$ cat src/shared/adc_ctrl_consts.svh
// Offsets, field positions, reset values and timing figures of the converter control block.
// Included by the design files; holds definitions only.
`ifndef ADC_CTRL_CONSTS_SVH
`define ADC_CTRL_CONSTS_SVH

// Serial frame: one header byte, then data.
`define HDR_READ_BIT      7
`define HDR_ADDR_W        4
`define BYTE_BITS         6'd8
`define WRITE_BITS        6'd16

// Register addresses.
`define ADDR_CTRL         4'h0
`define ADDR_GPIO         4'h1
`define ADDR_RESULT       4'h2

// First control register fields.
`define CTRL_LINE_BIT     7
`define CTRL_UNI_BIT      6
`define CTRL_EXT_BIT      5
`define CTRL_BUF_BIT      4
`define CTRL_SINGLE_BIT   3
`define CTRL_RESET        8'h04

// General pin register: direction in the high nibble, level in the low.
`define GPIO_RESET        8'h00

// Timing figures.
`define CLK_HZ            64'd250000000
`define OSC_A_HZ          64'd2457600
`define OSC_B_HZ          64'd2048000
`define SAMPLE_DIV        16'd10
`define CONT_BASE_TICKS   40960
`define RATE_MIN_CODE     3'h4

`endif

$ cat src/shared/adc_ctrl_pkg.sv
// Types shared by the converter control design files.
// Assumes nothing beyond a SystemVerilog compiler.
package adc_ctrl_pkg;

  typedef enum logic [1:0] {
    xfer_idle,
    xfer_header,
    xfer_write,
    xfer_read
  } xfer_state_t;

  typedef logic [3:0] reg_addr_t;

endpackage

$ cat src/adc_serial_config_control.sv
// Serial configuration, result read-out and conversion timing of a delta-sigma converter.
// Assumes all pins are synchronous to clk; the filter supplies conversion_result.
//
// Functional notes
// - Serial input data is sampled on each rising serial clock edge.
// - Shared output low means a new conversion result is ready.
// - Shared output changes only on falling serial clock edges once a frame has begun.
// - Chip select is active low; serial pins are ignored while it is high.
// - External clock select set: timing runs from the external clock input.
// - A different external clock scales rate and notches in proportion.
// - Buffer bit of the first control register enables the input buffer.
// - Polarity bit chooses unipolar or bipolar transfer function.
// - Line bit 0 gives 2.4576 MHz oscillator, 1 gives 2.048 MHz.
// - System ticks, oscillator or external, drive the dividers; timing is divided from them.
// - Rate codes 100 to 111 give 60 to 480 or 50 to 400 sps.
// - Four general pins are driven or read through serial registers.
// - The rate table applies in continuous mode, single-cycle bit clear.
// - Input sampling runs at one tenth of the system clock.
// - Chip select rising releases the shared output.
`timescale 1ns/1ps
`include "adc_ctrl_consts.svh"

module adc_serial_config_control #(
  parameter int RESULT_W        = 24,
  parameter int CONT_BASE_TICKS = `CONT_BASE_TICKS
) (
  input  wire logic                clk,
  input  wire logic                rst_b,
  input  wire logic                cs_b,
  input  wire logic                sclk,
  input  wire logic                din,
  output logic                     rdy_dout,
  output logic                     rdy_dout_oe,
  input  wire logic                ext_clk,
  input  wire logic [3:0]          gpio_in,
  output logic      [3:0]          gpio_out,
  output logic      [3:0]          gpio_oe,
  input  wire logic                conversion_start,
  input  wire logic [RESULT_W-1:0] conversion_result,
  output logic                     conversion_strobe,
  output logic                     sample_strobe,
  output logic                     system_tick,
  output logic                     input_buffer_enable,
  output logic                     unipolar_select,
  output logic                     line_frequency_select,
  output logic                     external_clock_select,
  output logic                     single_cycle_select,
  output logic      [2:0]          rate_code
);

  localparam int OUT_W = 24;
  localparam logic [31:0] INC_A = 32'((`OSC_A_HZ << 32) / `CLK_HZ);
  localparam logic [31:0] INC_B = 32'((`OSC_B_HZ << 32) / `CLK_HZ);

  // Refused at elaboration: results must fit the read-out shift register.
  if (RESULT_W < 8 || RESULT_W > OUT_W || CONT_BASE_TICKS < 16) begin : g_param_check
    $error("adc_serial_config_control parameters out of range");
  end

  logic [7:0]                first_control_register;
  logic [7:0]                gpio_reg;
  logic [RESULT_W-1:0]       result_reg;
  logic                      result_ready;
  logic                      sclk_q;
  logic                      cs_q;
  logic                      ext_q;
  logic [32:0]               osc_acc;
  logic [31:0]               osc_inc;
  logic [5:0]                bit_cnt;
  logic [7:0]                shift_in;
  logic [7:0]                next_byte;
  logic [OUT_W-1:0]          out_sr;
  logic [7:0]                header;
  logic                      conv_busy;
  logic [23:0]               conv_period;
  logic                      sclk_rise;
  logic                      sclk_fall;
  logic                      cs_fall;
  logic                      read_result;
  logic                      write_done;
  adc_ctrl_pkg::xfer_state_t state;
  adc_ctrl_pkg::reg_addr_t   hdr_addr;

  assign sclk_rise = !cs_b && sclk && !sclk_q;
  assign sclk_fall = !cs_b && !sclk && sclk_q;
  assign cs_fall   = !cs_b && cs_q;
  assign next_byte = {shift_in[6:0], din};
  assign hdr_addr  = adc_ctrl_pkg::reg_addr_t'(next_byte[`HDR_ADDR_W-1:0]);

  assign read_result = sclk_rise && state == adc_ctrl_pkg::xfer_header &&
                       bit_cnt == `BYTE_BITS - 6'd1 && next_byte[`HDR_READ_BIT] &&
                       hdr_addr == `ADDR_RESULT;
  assign write_done  = sclk_rise && state == adc_ctrl_pkg::xfer_write &&
                       bit_cnt == `WRITE_BITS - 6'd1;

  always_ff @(posedge clk or negedge rst_b) begin
    if (!rst_b) begin
      sclk_q <= 1'b0;
      cs_q   <= 1'b1;
      ext_q  <= 1'b0;
    end else begin
      sclk_q <= sclk;
      cs_q   <= cs_b;
      ext_q  <= ext_clk;
    end
  end

  // Line bit picks the oscillator frequency.
  assign osc_inc = line_frequency_select ? INC_B : INC_A;

  // Phase accumulator models the trimmed oscillator.
  always_ff @(posedge clk or negedge rst_b) begin
    if (!rst_b) begin
      osc_acc <= '0;
    end else begin
      osc_acc <= {1'b0, osc_acc[31:0]} + {1'b0, osc_inc};
    end
  end

  // External clock edges replace the oscillator when selected.
  // Every later divider counts these ticks, so rates scale with them.
  assign system_tick = external_clock_select ? (ext_clk && !ext_q) : osc_acc[32];

  // Sampling divides the system clock by ten.
  tick_divider #(.W(16)) sample_div (
    .clk     (clk),
    .rst_b   (rst_b),
    .restart (1'b0),
    .tick    (system_tick),
    .period  (`SAMPLE_DIV),
    .wrap    (sample_strobe)
  );

  // Each step of the rate code halves the period; low codes act as 100.
  always_comb begin
    if (rate_code < `RATE_MIN_CODE) begin
      conv_period = 24'(CONT_BASE_TICKS);
    end else begin
      conv_period = 24'(CONT_BASE_TICKS) >> (rate_code - `RATE_MIN_CODE);
    end
  end

  // Single-cycle mode converts once per start request.
  always_ff @(posedge clk or negedge rst_b) begin
    if (!rst_b) begin
      conv_busy <= 1'b0;
    end else if (!single_cycle_select || conversion_start) begin
      conv_busy <= 1'b1;
    end else if (conversion_strobe) begin
      conv_busy <= 1'b0;
    end
  end

  tick_divider #(.W(24)) conv_div (
    .clk     (clk),
    .rst_b   (rst_b),
    .restart (!conv_busy),
    .tick    (system_tick),
    .period  (conv_period),
    .wrap    (conversion_strobe)
  );

  // A fresh result raises ready; a new result wins over a read clear.
  always_ff @(posedge clk or negedge rst_b) begin
    if (!rst_b) begin
      result_ready <= 1'b0;
      result_reg   <= '0;
    end else if (conversion_strobe) begin
      result_ready <= 1'b1;
      result_reg   <= conversion_result;
    end else if (read_result) begin
      result_ready <= 1'b0;
    end
  end

  // Serial data is taken on rising serial clock edges.
  always_ff @(posedge clk or negedge rst_b) begin
    if (!rst_b) begin
      state    <= adc_ctrl_pkg::xfer_idle;
      bit_cnt  <= '0;
      shift_in <= '0;
      header   <= '0;
    end else if (cs_b) begin
      state   <= adc_ctrl_pkg::xfer_idle;
      bit_cnt <= '0;
    end else if (sclk_rise) begin
      shift_in <= next_byte;
      bit_cnt  <= bit_cnt + 6'd1;
      case (state)
        adc_ctrl_pkg::xfer_idle: begin
          state <= adc_ctrl_pkg::xfer_header;
        end
        adc_ctrl_pkg::xfer_header: begin
          if (bit_cnt == `BYTE_BITS - 6'd1) begin
            header <= next_byte;
            state  <= next_byte[`HDR_READ_BIT] ? adc_ctrl_pkg::xfer_read
                                                : adc_ctrl_pkg::xfer_write;
          end
        end
        adc_ctrl_pkg::xfer_write: begin
          if (write_done) begin
            state <= adc_ctrl_pkg::xfer_read;
          end
        end
        adc_ctrl_pkg::xfer_read: begin
          state <= adc_ctrl_pkg::xfer_read;
        end
        default: begin
          state <= adc_ctrl_pkg::xfer_idle;
        end
      endcase
    end
  end

  // Frames start counting at idle, so the first rising edge is header bit seven.
  always_ff @(posedge clk or negedge rst_b) begin
    if (!rst_b) begin
      first_control_register <= `CTRL_RESET;
      gpio_reg               <= `GPIO_RESET;
    end else if (write_done && header[`HDR_ADDR_W-1:0] == `ADDR_CTRL) begin
      first_control_register <= next_byte;
    end else if (write_done && header[`HDR_ADDR_W-1:0] == `ADDR_GPIO) begin
      gpio_reg <= next_byte;
    end
  end

  // Buffer bit steers the analog input buffer.
  assign input_buffer_enable   = first_control_register[`CTRL_BUF_BIT];
  // Polarity bit selects the transfer function.
  assign unipolar_select       = first_control_register[`CTRL_UNI_BIT];
  assign line_frequency_select = first_control_register[`CTRL_LINE_BIT];
  assign external_clock_select = first_control_register[`CTRL_EXT_BIT];
  assign single_cycle_select   = first_control_register[`CTRL_SINGLE_BIT];
  assign rate_code             = first_control_register[2:0];

  // Pins follow the register; reads show the live pin levels.
  assign gpio_out = gpio_reg[3:0];
  assign gpio_oe  = gpio_reg[7:4];

  // Read data is loaded at the header edge and shifted out from the next fall.
  // Output updates on falling edges once a frame has begun.
  // Chip select high releases the output.
  always_ff @(posedge clk or negedge rst_b) begin
    if (!rst_b) begin
      rdy_dout    <= 1'b1;
      rdy_dout_oe <= 1'b0;
      out_sr      <= '0;
    end else if (cs_b) begin
      rdy_dout_oe <= 1'b0;
      rdy_dout    <= 1'b1;
    end else if (cs_fall || state == adc_ctrl_pkg::xfer_idle) begin
      rdy_dout_oe <= 1'b1;
      rdy_dout    <= !result_ready;
    end else if (sclk_rise && state == adc_ctrl_pkg::xfer_header &&
                 bit_cnt == `BYTE_BITS - 6'd1) begin
      case (hdr_addr)
        `ADDR_CTRL:   out_sr <= {first_control_register, 16'h0000};
        `ADDR_GPIO:   out_sr <= {gpio_reg[7:4], gpio_in, 16'h0000};
        `ADDR_RESULT: out_sr <= OUT_W'(result_reg) << (OUT_W - RESULT_W);
        default:      out_sr <= '0;
      endcase
    end else if (sclk_fall && state == adc_ctrl_pkg::xfer_read) begin
      rdy_dout <= out_sr[OUT_W-1];
      out_sr   <= {out_sr[OUT_W-2:0], 1'b0};
    end
  end

  logic [3:0] ticks_since;
  always_ff @(posedge clk or negedge rst_b) begin
    if (!rst_b) begin
      ticks_since <= '0;
    end else if (sample_strobe) begin
      ticks_since <= '0;
    end else if (system_tick) begin
      ticks_since <= ticks_since + 4'd1;
    end
  end

  a_output_release: assert property (@(posedge clk) disable iff (!rst_b)
    cs_b |=> !rdy_dout_oe) else $error("shared output driven while deselected");
  a_fall_only_update: assert property (@(posedge clk) disable iff (!rst_b)
    (state == adc_ctrl_pkg::xfer_read && $past(state) == adc_ctrl_pkg::xfer_read &&
     !cs_b && $changed(rdy_dout)) |-> $past(sclk_fall))
    else $error("shared output changed without a falling edge");
  a_ready_low_shown: assert property (@(posedge clk) disable iff (!rst_b)
    (conversion_strobe && !cs_b && state == adc_ctrl_pkg::xfer_idle) |=> ##1 !rdy_dout)
    else $error("new result not shown as ready");
  a_ctrl_write: assert property (@(posedge clk) disable iff (!rst_b)
    (write_done && header[3:0] == 4'h0) |=> first_control_register == $past(next_byte))
    else $error("control write lost");
  a_sample_tenth: assert property (@(posedge clk) disable iff (!rst_b)
    sample_strobe |-> system_tick && ticks_since == 4'd9)
    else $error("sampling not one tenth of system clock");
  a_ext_source: assert property (@(posedge clk) disable iff (!rst_b)
    (external_clock_select && system_tick) |-> (ext_clk && !ext_q))
    else $error("tick not from external clock");
  a_osc_select: assert property (@(posedge clk) disable iff (!rst_b)
    !external_clock_select && $stable(line_frequency_select) |=>
      (osc_acc[31:0] == $past(osc_acc[31:0]) +
                        ($past(line_frequency_select) ? INC_B : INC_A)))
    else $error("oscillator step wrong");
  a_rate_period: assert property (@(posedge clk) disable iff (!rst_b)
    (rate_code == 3'h7) |-> conv_period == 24'(CONT_BASE_TICKS / 8))
    else $error("rate code period wrong");
  a_gpio_drive: assert property (@(posedge clk) disable iff (!rst_b)
    (write_done && header[3:0] == 4'h1) |=> gpio_oe == $past(next_byte[7:4]))
    else $error("pin direction not written");
  a_single_idle: assert property (@(posedge clk) disable iff (!rst_b)
    (single_cycle_select && conversion_strobe && !conversion_start) |=> !conv_busy)
    else $error("single-cycle conversion did not return to idle");

  c_result_read: cover property (@(posedge clk) disable iff (!rst_b) read_result);
  c_ctrl_write: cover property (@(posedge clk) disable iff (!rst_b) write_done);
  c_conversion: cover property (@(posedge clk) disable iff (!rst_b) conversion_strobe);

endmodule

$ cat src/tick_divider.sv
// Counts qualified ticks and pulses once every period ticks.
// Assumes tick is a one-cycle pulse in the clk domain and period is at least one.
`timescale 1ns/1ps

module tick_divider #(
  parameter int W = 24
) (
  input  wire logic         clk,
  input  wire logic         rst_b,
  input  wire logic         restart,
  input  wire logic         tick,
  input  wire logic [W-1:0] period,
  output logic              wrap
);

  logic [W-1:0] count;

  // Refused at elaboration: a one-bit counter cannot hold a period above one.
  if (W < 2) begin : g_width_check
    $error("tick_divider needs W of at least 2");
  end

  assign wrap = tick && !restart && (count >= period - W'(1));

  always_ff @(posedge clk or negedge rst_b) begin
    if (!rst_b) begin
      count <= '0;
    end else if (restart || wrap) begin
      count <= '0;
    end else if (tick) begin
      count <= count + W'(1);
    end
  end

endmodule

$ cat config.mk
export PLATFORM = sky130hd
export DESIGN_NAME = adc_serial_config_control
export DESIGN_NICKNAME = d
export VERILOG_FILES = /design/src/shared/adc_ctrl_pkg.sv /design/src/adc_serial_config_control.sv /design/src/tick_divider.sv
export VERILOG_INCLUDE_DIRS = /design/src /design/src/shared
export SDC_FILE = /design/constraint.sdc
export NUM_CORES = 1
export LEC_CHECK = 0
export BUFFER_PORTS_ARGS = -buffer_cell sky130_fd_sc_hd__buf_2
export CAP_MARGIN = 5
export CORE_UTILIZATION = 45
export CTS_CLUSTER_SIZE = 25
export DETAILED_ROUTE_END_ITERATION = 6
export PLACE_DENSITY = 0.71
export SLEW_MARGIN = 0
export SYNTH_ARGS = -nofsm -noshare
export SYNTH_HDL_FRONTEND = slang
export SYNTH_HIERARCHICAL = 1
export SYNTH_SLANG_ARGS = --single-unit
$ cat constraint.sdc
create_clock -name clk -period 11.2 [get_ports clk]
set_input_delay 1.12 -clock clk [delete_from_list [all_inputs] [get_ports clk]]
set_output_delay 1.12 -clock clk [all_outputs]
set_load 0.01 [all_outputs]
==> results of run 1 <==
worst reg2reg max path, cell delays in order (launching register included):
cell and delay [ns]:
dfrtp_1 0.44, and3_1 0.23, or4_4 0.53, or4_1 0.53
or3_1 0.51, nor3_2 0.23, xnor2_1 0.10, ha_1 0.30
a21o_1 0.18, a21o_1 0.16, a2111oi_0 0.52, and3_1 0.39
a211oi_4 0.09, buf_4 0.27, mux2_2 0.34
layer usage:
layer / GRT usage / routed length (um) / up-vias
met5: 0 / 0 / -
li1: - / - / 3560
met1: 0.263 / 9260 / 3347
met3: 0.0291 / 542 / 16
met4: 0.0609 / 188 / 0
met2: 0.305 / 8860 / 84
stage by stage:
stage	area, um2	hold slack, ns	utilization	setup slack (ns)	total power (W)
floorplan	9750	0.439	-	6.18	0.000666
global placement	10300	0.454	0.506	5.54	0.000698
detailed placement	10300	0.460	0.506	5.41	0.000701
CTS	10800	0.474	0.534	4.91	0.00125
global route	10800	0.487	0.534	4.62	0.00128
finish	10800	0.468	0.534	4.97	0.00124
cell usage after synthesis (8+ instances only):
cell / number
dfrtp_1: 159
nand2_1: 109
nor2_1: 92
ha_1: 56
xor2_1: 50
xnor2_1: 49
mux2_2: 48
o21ai_0: 46
a21oi_1: 43
and3_1: 25
inv_1: 24
nand4_1: 22
nor3_1: 22
clkbuf_1: 17
buf_2: 13
nand3_1: 13
mux2i_1: 11
nor4_1: 9
a22oi_1: 8
o211ai_1: 8
cell families after synthesis:
group / Yosys count / synth area share
flip-flops: 162 / 0.434
AO/OA/AOI/OAI: 156 / 0.108
other: 2 / 0.000803
multiplexers: 59 / 0.0696
buffers and inverters: 58 / 0.0274
XOR/XNOR: 99 / 0.0927
AND/OR/NAND/NOR: 355 / 0.193
adder cells (fa/ha/maj): 56 / 0.0749
power by group through the flow:
stage | clock network, W | registers, W | logic, W
floorplan | 0 | 0.000619 | 0.0000474
global placement | 0 | 0.000630 | 0.0000678
detailed placement | 0 | 0.000632 | 0.0000692
CTS | 0.000557 | 0.000621 | 0.0000693
global route | 0.000582 | 0.000622 | 0.0000807
finish | 0.000548 | 0.000621 | 0.0000697
cell type report:
class | count | share of cell area
flip-flops and latches | 162 | 0.374
well taps | 270 | 0.0312
repair buffers | 62 | 0.0308
inverters | 24 | 0.00831
clock buffers | 22 | 0.0447
multi-input cells | 834 | 0.504
clock inverters | 10 | 0.00681
final timing paths:
check / from / endpoint / cells after the start / slack [ns]
max reg2reg: first_control_register[0] / result_reg[10] / 14 / 6.25
min: osc_acc[31] / osc_acc[31] / 1 / 0.47
max in group asynchronous: rst_b / osc_acc[13] / 2 / 8.97
min reg2reg: osc_acc[31] / osc_acc[31] / 1 / 0.47
min in group asynchronous: rst_b / result_reg[12] / 1 / 0.73
max: first_control_register[0] / conversion_strobe / 14 / 4.97
==> impl_results.md, run 1 <==
* Max FFs per register at 32
* H-Tree Depth at 4
* Port Buffers at 55
* # resized after CTS at 0
* Most common cell after layout, fill and taps aside: dfrtp_1
* Area contributors post-synth: dfrtp_1 (43%), ha_1 (7.5%), mux2_2 (5.8%)
* Layout cells sized above 1 at 0.154
* Max Slew Vio Count at 0
* PD cells at 114 mW/mm2
* Comb pwr share at 0.056
* Max-cap check violation count at 0
* Initial drt markers at approximately 380
* Layout filler cell count at approximately 1.8k
* Static Leak at a little over 5 nW
* Hold Fails Final Rpt at 0
* Clock root buffer: clkbuf_16
* Worst Path Buf+Inv at 2
* Mapped Area at a little over 0.009 mm2
* Mean Syn Cell Area at between 9 and 10 um2
* Clk buf depth at 2
* WS Path Type: reg2out
* Primary FF master, synth: dfrtp_1
* Starting Density at 0.461
* Synth cell types at ~70
* Vias in the first global route at approximately 6.8k
* GR Util All Layers at 0.190
* Post-Layout Cell Count at about 1.4k
* Hold WC Path Type: reg2reg
* Wire length per cell at ~14 um
* Share of the synthesized area in the top cell type at 0.426
* Total Wirelength at between 15000 and 20000 um
* Drt drc at 0
* P_sw at about 0.00030 W
* GRT overflow at 0
* Antenna-violating nets left at 0
* CP startpoint kind: register
* Cell internal pwr at just over 0.0009 W
* RSZ-0062 raised after global routing: no
* Core Region at 0.0203 mm2
* Post-CTS setup buffers at 0
* Seq. cell area at 0.00406 mm2
* Multi-input gate area at 0.00546 mm2
* Max stage delay on crit path at about 0.53 ns
* Routability Congestion at around 0.81
* Reg power frac at 0.501
* Worst path slowest cell: or4_4
* Die Wd at roughly 150 um
* Post-synthesis sequential area ratio at 0.434
* Cell family with most CP delay: simple AND/OR/NAND/NOR gates
* Status: complete, no violations
* Most frequent cells in the layout: dfrtp_1 (159), nand2_1 (109), conb_1 (109)
* DPL Wire Length at approximately 14000 um
* Fmax at around 160 MHz
* Vias per cell at 5.06
* Top-Level Pins at 56
* Headroom to the max-slew limit at 0.342
* Critical path cell sequence: and3_1 -> or4_4 -> or4_1 -> or3_1 -> nor3_2 -> xnor2_1 -> ha_1 -> a21o_1 -> a21o_1 -> a2111oi_0 -> and3_1 -> a211oi_4 -> buf_4 -> buf_2
* CTS clk-pin slew, worst paths at approximately 0.07 ns
* Crit path DAT at 5.11 ns
* Die area at approximately 0.021 mm2
* Synth Register Bits at 162
* Cell taking the most area after synthesis: dfrtp_1
* Global-route wire length before repair at roughly 33000 um
* Clk sinks at 162
* Switching part of the total at 0.244
* CP required at roughly 10 ns
* Clock group share of total power at 0.442
* Worst-Margin Slew at 0.987 ns
* DRT Pass-1 Iters at 5
* Placement row count at 52
* Max FO, Critical Path at 27
* CP endpoint kind: primary output
* Cts hold-fix bufs at 0
* Final period util at 0.557
* ANT cells at 0
* Initial antenna violation count at 0
* Area growth syn-to-layout at 15.9%
* Nets@finish at roughly 1.2k
* Yosys Warn Count at 6
* Final setup fails at 0
* Largest net degree at the start of global routing at 83
* Post-synth EDFFs at 0
* Minimum clock period at roughly 6.2 ns
* Setup TNS at 0 ns
* Die Y-Extent at 146 um
* Biggest register: osc_acc
* Clock Latency Late Sink at ~0.43 ns
* Async set-reset flop share out of synthesis at 1.00
* TritonCTS buffer count at 17
* Peak supply drop at around 0.11 mV
* Worst Skew at roughly 0.011 ns
* TritonCTS clock tree: yes
* Post-synthesis cell count at roughly 950
* Placed cells at between 1k and 1.5k
* Total number of vias at 7007
No activity file was read; power rests on OpenSTA's default activity.
==> inputs of run 2 (changes only) <==
==> constraint.sdc (replaced) <==
create_clock -name clk -period 6.3 [get_ports clk]
set_input_delay 0.63 -clock clk [delete_from_list [all_inputs] [get_ports clk]]
set_output_delay 0.63 -clock clk [all_outputs]
set_load 0.01 [all_outputs]
==> run 2 against run 1 <==
Via count is 1.8% higher; global-route usage rose by 0.096 points; sequential share of layout area down 0.095 points; hold slack worse by 0.22 ns; total power increased by 82%; clock-buffer cell count fell by 4; die area is the same; wire length is 1.6% higher; critical path type unchanged; largest cell class unchanged; largest power group unchanged; highest routed layer unchanged.
==> impl_results.md, run 2 (synthesis gave the netlist of run 1 again) <==
* CTS clk-pin slew, worst paths at 0.07 ns
* Most frequent cells in the layout: dfrtp_1 (159), nand2_1 (109), conb_1 (109)
* Fmax at roughly 190 MHz
* Clock Latency Late Sink at 0.43 ns
* Worst Path Buf+Inv at 1
* Reg2reg setup slack at 1.41 ns
* Port Buffers at 55
* Power Total at 0.00225 W
* Max FO, Critical Path at 7
* Largest net degree at the start of global routing at 87
* Design area at between 0.01 and 0.015 mm2
* Drt drc at 0
* Top-Level Pins at 56
* PD cells at between 200 and 250 mW/mm2
* Max Slew Vio Count at 0
* Headroom to the max-slew limit at 0.369
* Worst path slowest cell: or4_4
* Hold Fails Final Rpt at 0
* Routability Congestion at ~0.82
* GRT overflow at 0
* # resized after CTS at 0
* Initial antenna violation count at 0
* Wire length per cell at between 10 and 15 um
* Placement row count at 52
* Dpl cell area at around 0.010 mm2
* CP startpoint kind: register
* DPL Wire Length at 13900 um
* Hold WC Path Type: in2async
* Layout cells sized above 1 at 0.154
* FF-to-FF End: result_reg[6]
* CP endpoint kind: primary output
* H-Tree Depth at 4
* Area growth syn-to-layout at 16.2%
* Crit path DAT at approximately 4.8 ns
* Critical path cell sequence: and3_1 -> or4_4 -> or4_1 -> or3_1 -> nor3_2 -> xnor2_1 -> ha_1 -> a21o_1 -> a21o_1 -> a2111oi_0 -> and3_1 -> a211oi_4 -> buf_2
* RSZ-0062 raised after global routing: no
* Most common cell after layout, fill and taps aside: dfrtp_1
* R2R cell count at 14
* Max FFs per register at 32
* ANT cells at 0
* Static Leak at between 5 and 6 nW
* Final setup fails at 0
* Setup TNS at 0 ns
* Max stage delay on crit path at 0.53 ns
* Clock root buffer: clkbuf_16
* Starting Density at 0.461
* Vias in the first global route at roughly 6.9k
* Minimum clock period at around 5.4 ns
* RR Startpoint: first_control_register[0]
* Crit. path cell count at 13
* Biggest register: osc_acc
* TritonCTS buffer count at 17
* Nets@finish at roughly 1.2k
* DRT Pass-1 Iters at 5
* Die area at around 0.021 mm2
* Global-route wire length before repair at roughly 33000 um
* Initial drt markers at approximately 360
* WS Path Type: reg2out
* Total number of vias at 7136
* GR Util All Layers at 0.191
* TritonCTS clock tree: yes
* Post-CTS setup buffers at 0
* Vias per cell at roughly 5.2
* Antenna-violating nets left at 0
* Cts hold-fix bufs at 0
* CP required at between 5 and 6 ns
* Max-cap check violation count at 0
* Worst-Margin Slew at around 0.95 ns
* Peak supply drop at 0.204 mV
* Cell family with most CP delay: simple AND/OR/NAND/NOR gates
* Final period util at 0.855
* Total Wirelength at between 15000 and 20000 um
* Clk buf depth at 2
* Core Region at roughly 0.020 mm2
* Status: complete, no violations
* Layout filler cell count at about 1.8k
* Clk sinks at approximately 160
* Worst Skew at 0.00783 ns
* Die Wd at about 150 um
* Die Y-Extent at ~150 um
==> run 2: changes by cell type in the layout (fill, tap and decap cells not counted) <==
cell / previous run / this run
inv_6: 2 / 5
inv_8: 0 / 2
clkinv_2: 3 / 1
bufinv_16: 0 / 1
a21oi_2: 1 / 0
clkbuf_1: 1 / 0
clkbuf_8: 4 / 1
a21oi_1: 42 / 43
buf_4: 7 / 8
==> run 2: cell type report <==
class                   instances  area, um2  area share
inverters                      24       90.1     0.00829
multi-input cells             834       5450       0.502
well taps                     270        338      0.0311
clock inverters                14        143      0.0131
repair buffers                 63        342      0.0314
flip-flops and latches        162       4060       0.374
clock buffers                  18        439      0.0404
==> run 2: how the worst max path moves through the flow <==
stage                         startpoint           endpoint  slack [ns]
5_1_grt        first_control_register[0]  conversion_strobe        0.57
3_5_place_dp   first_control_register[0]  conversion_strobe        1.35
3_3_place_gp   first_control_register[0]  conversion_strobe        1.47
2_1_floorplan  first_control_register[0]     result_reg[10]        1.38
4_1_cts        first_control_register[0]  conversion_strobe        0.88
6_report       first_control_register[0]  conversion_strobe        0.91
==> run 2: metrics by stage <==
step / std cells / setup slack [ns] / hold WS [ns] / utilization
6_report: 1385 / 0.915 / 0.245 / 0.535
5_1_grt: 1385 / 0.574 / 0.310 / 0.535
4_1_cts: 1385 / 0.879 / 0.282 / 0.535
3_5_place_dp: 1353 / 1.35 / 0.457 / 0.506
3_3_place_gp: 1353 / 1.47 / 0.453 / 0.506
2_1_floorplan: 1054 / 1.38 / 0.334 / -
==> run 2: layer usage <==
metal | global-route usage | routed length [um]
met2 | 0.314 | 9180
met4 | 0.0578 | 176
met3 | 0.0306 | 557
met5 | 0 | 0
met1 | 0.259 | 9260
==> run 2: where the power goes <==
group / internal [W] / leakage [nW] / switching, W
logic: 0.0000539 / 2.75 / 0.0000711
registers: 0.00106 / 2.16 / 0.0000421
clock network: 0.000567 / 0.282 / 0.000453
total: 0.00168 / 5.19 / 0.000566
==> inputs of run 3 (changes only) <==
--- a/config.mk
+++ b/config.mk
@@ -8,12 +8,13 @@
 export LEC_CHECK = 0
 export BUFFER_PORTS_ARGS = -buffer_cell sky130_fd_sc_hd__buf_2
 export CAP_MARGIN = 5
+export CORE_MARGIN = 8
 export CORE_UTILIZATION = 45
 export CTS_CLUSTER_SIZE = 25
 export DETAILED_ROUTE_END_ITERATION = 6
 export PLACE_DENSITY = 0.71
+export REMOVE_ABC_BUFFERS = 1
 export SLEW_MARGIN = 0
 export SYNTH_ARGS = -nofsm -noshare
 export SYNTH_HDL_FRONTEND = slang
-export SYNTH_HIERARCHICAL = 1
 export SYNTH_SLANG_ARGS = --single-unit
==> run 3 against run 2 <==
Utilization is 1.5 points lower; total power is 2.0% higher; setup slack better by 1.4 ns; global-route usage is 3.1 points lower; combinational power is 32% lower; clock power is 8% higher; via count is 19% lower; highest routed layer unchanged.
==> impl_results.md, run 3 <==
* Max FFs per register at 32
* Port Buffers at 55
* Multi-input gate area at 0.00384 mm2
* Reg2reg setup slack at 2.79 ns
* Nets@finish at a little under 900
* Minimum clock period at approximately 4 ns
* Synth Register Bits at roughly 160
* R2R cell count at 10
* Final setup fails at 0
* DPL Wire Length at 11400 um
* Post-synthesis sequential area ratio at 0.505
* Layout filler cell count at 1548
* Worst-Margin Slew at about 1.2 ns
* Max stage delay on crit path at about 0.72 ns
* Status: complete, no violations
* Mapped Area at slightly above 0.008 mm2
* Die area at 0.0224 mm2
* Critical path cell sequence: and2_1 -> nand2b_1 -> ha_1 -> nand2_1 -> nor4_2 -> o21ai_1 -> and4_1 -> nor3_4 -> buf_2
* Static Leak at ~4.3 nW
* Clk sinks at approximately 160
* FF-to-FF End: result_reg[0]
* Clk buf depth at 2
* Worst Skew at 0.00697 ns
* Hold WC Path Type: in2reg
* PD cells at between 200 and 250 mW/mm2
* Max-cap check violation count at 0
* Synth cell types at 62
* WHS Endpoint: ext_q
* Mean Syn Cell Area at roughly 11 um2
* Largest net degree at the start of global routing at approximately 110
* Yosys Warn Count at 0
* Primary FF master, synth: dfrtp_1
* Setup TNS at 0 ns
* Drt drc at 0
* Fin Hold WS at around 0.32 ns
* Initial drt markers at roughly 320
* Die Y-Extent at roughly 150 um
* DRT Pass-1 Iters at 5
* Post-synth EDFFs at 0
* Total number of vias at a little under 6k
* Die Wd at about 150 um
* Placement row count at 49
* Seq. cell area at just over 0.004 mm2
* Global-route wire length before repair at 28800 um
* Peak supply drop at 0.185 mV
* Clock root buffer: clkbuf_16
* Routability Congestion at just over 0.8
* Core Region at approximately 0.018 mm2
* Cell family with most CP delay: simple AND/OR/NAND/NOR gates
* Total Wirelength at approximately 17000 um
* Clock Latency Late Sink at between 0.4 and 0.5 ns
* Fmax at between 200 and 300 MHz
* Max FO, Critical Path at 17
* Max Slew Vio Count at 0
* Share of the synthesized area in the top cell type at 0.495
* Hold Fails Final Rpt at 0
* Wire length per cell at about 16 um
* Top-Level Pins at 56
* CP endpoint kind: primary output
* Worst path slowest cell: nor3_4
* Worst Path Buf+Inv at 1
* Vias per cell at roughly 5.4
* Async set-reset flop share out of synthesis at 1.00
* Area growth syn-to-layout at 14.5%
* Layout cells sized above 1 at 0.184
* GR Util All Layers at 0.160
* H-Tree Depth at 4
* Cts hold-fix bufs at 0
* Area contributors post-synth: dfrtp_1 (49%), ha_1 (5.0%), mux2_2 (4.2%)
* ANT cells at 0
* Post-synthesis cell count at 760
* CP required at approximately 5.7 ns
* Cell taking the most area after synthesis: dfrtp_1
* # resized after CTS at 0
* CTS clk-pin slew, worst paths at roughly 0.060 ns
* Top cells by instance count after synthesis: dfrtp_1 (159), nand2_1 (89), o21ai_0 (52)
* CP startpoint kind: register
* Final period util at 0.626
* RSZ-0062 raised after global routing: no
* Post-CTS setup buffers at 0
* Initial antenna violation count at 0
* Hold path depth at 1
* Biggest register: osc_acc
* Cell with the most instances after synthesis: dfrtp_1
* GRT overflow at 0
* Antenna-violating nets left at 0
* Crit path DAT at between 3 and 4 ns
* TritonCTS clock tree: yes
* Headroom to the max-slew limit at 0.227
* Vias in the first global route at ~5.7k
* Hold_sp: ext_clk
* TritonCTS buffer count at 17
* RR Startpoint: first_control_register[2]
* Most common cell after layout, fill and taps aside: dfrtp_1
* Setup crit start: first_control_register[2]
* Most frequent cells in the layout: dfrtp_1 (159), nand2_1 (89), buf_2 (54)
* Starting Density at 0.454
* WS Path Type: reg2out
==> run 3: area by class of cell <==
cell class,count,share of cell area
multi-input cells,567,0.417
clock buffers,24,0.0512
repair buffers,61,0.0376
inverters,14,0.00571
clock inverters,8,0.0163
flip-flops and latches,162,0.441
well taps,229,0.0311
==> run 3: logic make-up after synthesis <==
logic type               Yosys count  share of synthesized area
adder cells (fa/ha/maj)           32                     0.0498
XOR/XNOR                          42                     0.0458
AO/OA/AOI/OAI                    150                      0.114
flip-flops                       162                      0.505
AND/OR/NAND/NOR                  277                      0.178
buffers and inverters             39                     0.0210
other                              2                   0.000934
multiplexers                      56                     0.0856
==> run 3: where the power goes <==
group / total [W] / switching, W / internal, W
clock network: 0.00110 / 0.000417 / 0.000687
logic: 0.0000855 / 0.0000488 / 0.0000367
registers: 0.00110 / 0.0000366 / 0.00107
total: 0.00229 / 0.000503 / 0.00179
==> run 3: metal layers <==
layer,share of wire,global-route usage
met5,0,0
met4,0.010,0.0410
met3,0.051,0.0405
met2,0.46,0.245
met1,0.48,0.221
==> run 3: stage by stage <==
step | setup WS [ns] | power (W) | util | cells | instance area [um2]
3_5_place_dp | 2.83 | 0.00121 | 0.483 | 1032 | 8560
5_1_grt | 2.12 | 0.00237 | 0.520 | 1065 | 9210
6_report | 2.36 | 0.00229 | 0.520 | 1065 | 9210
2_1_floorplan | 2.54 | 0.00115 | - | 743 | 7950
4_1_cts | 2.34 | 0.00231 | 0.518 | 1064 | 9180
3_3_place_gp | 2.87 | 0.00121 | 0.483 | 1032 | 8560
==> run 3: how the worst max path moves through the flow <==
stage | endpoint | slack, ns | depth (start not counted)
finish | conversion_strobe | 2.36 | 9
global route | conversion_strobe | 2.12 | 9
CTS | conversion_strobe | 2.34 | 9
detailed placement | conversion_strobe | 2.83 | 9
global placement | conversion_strobe | 2.87 | 9
floorplan | out_sr[0] | 2.54 | 5
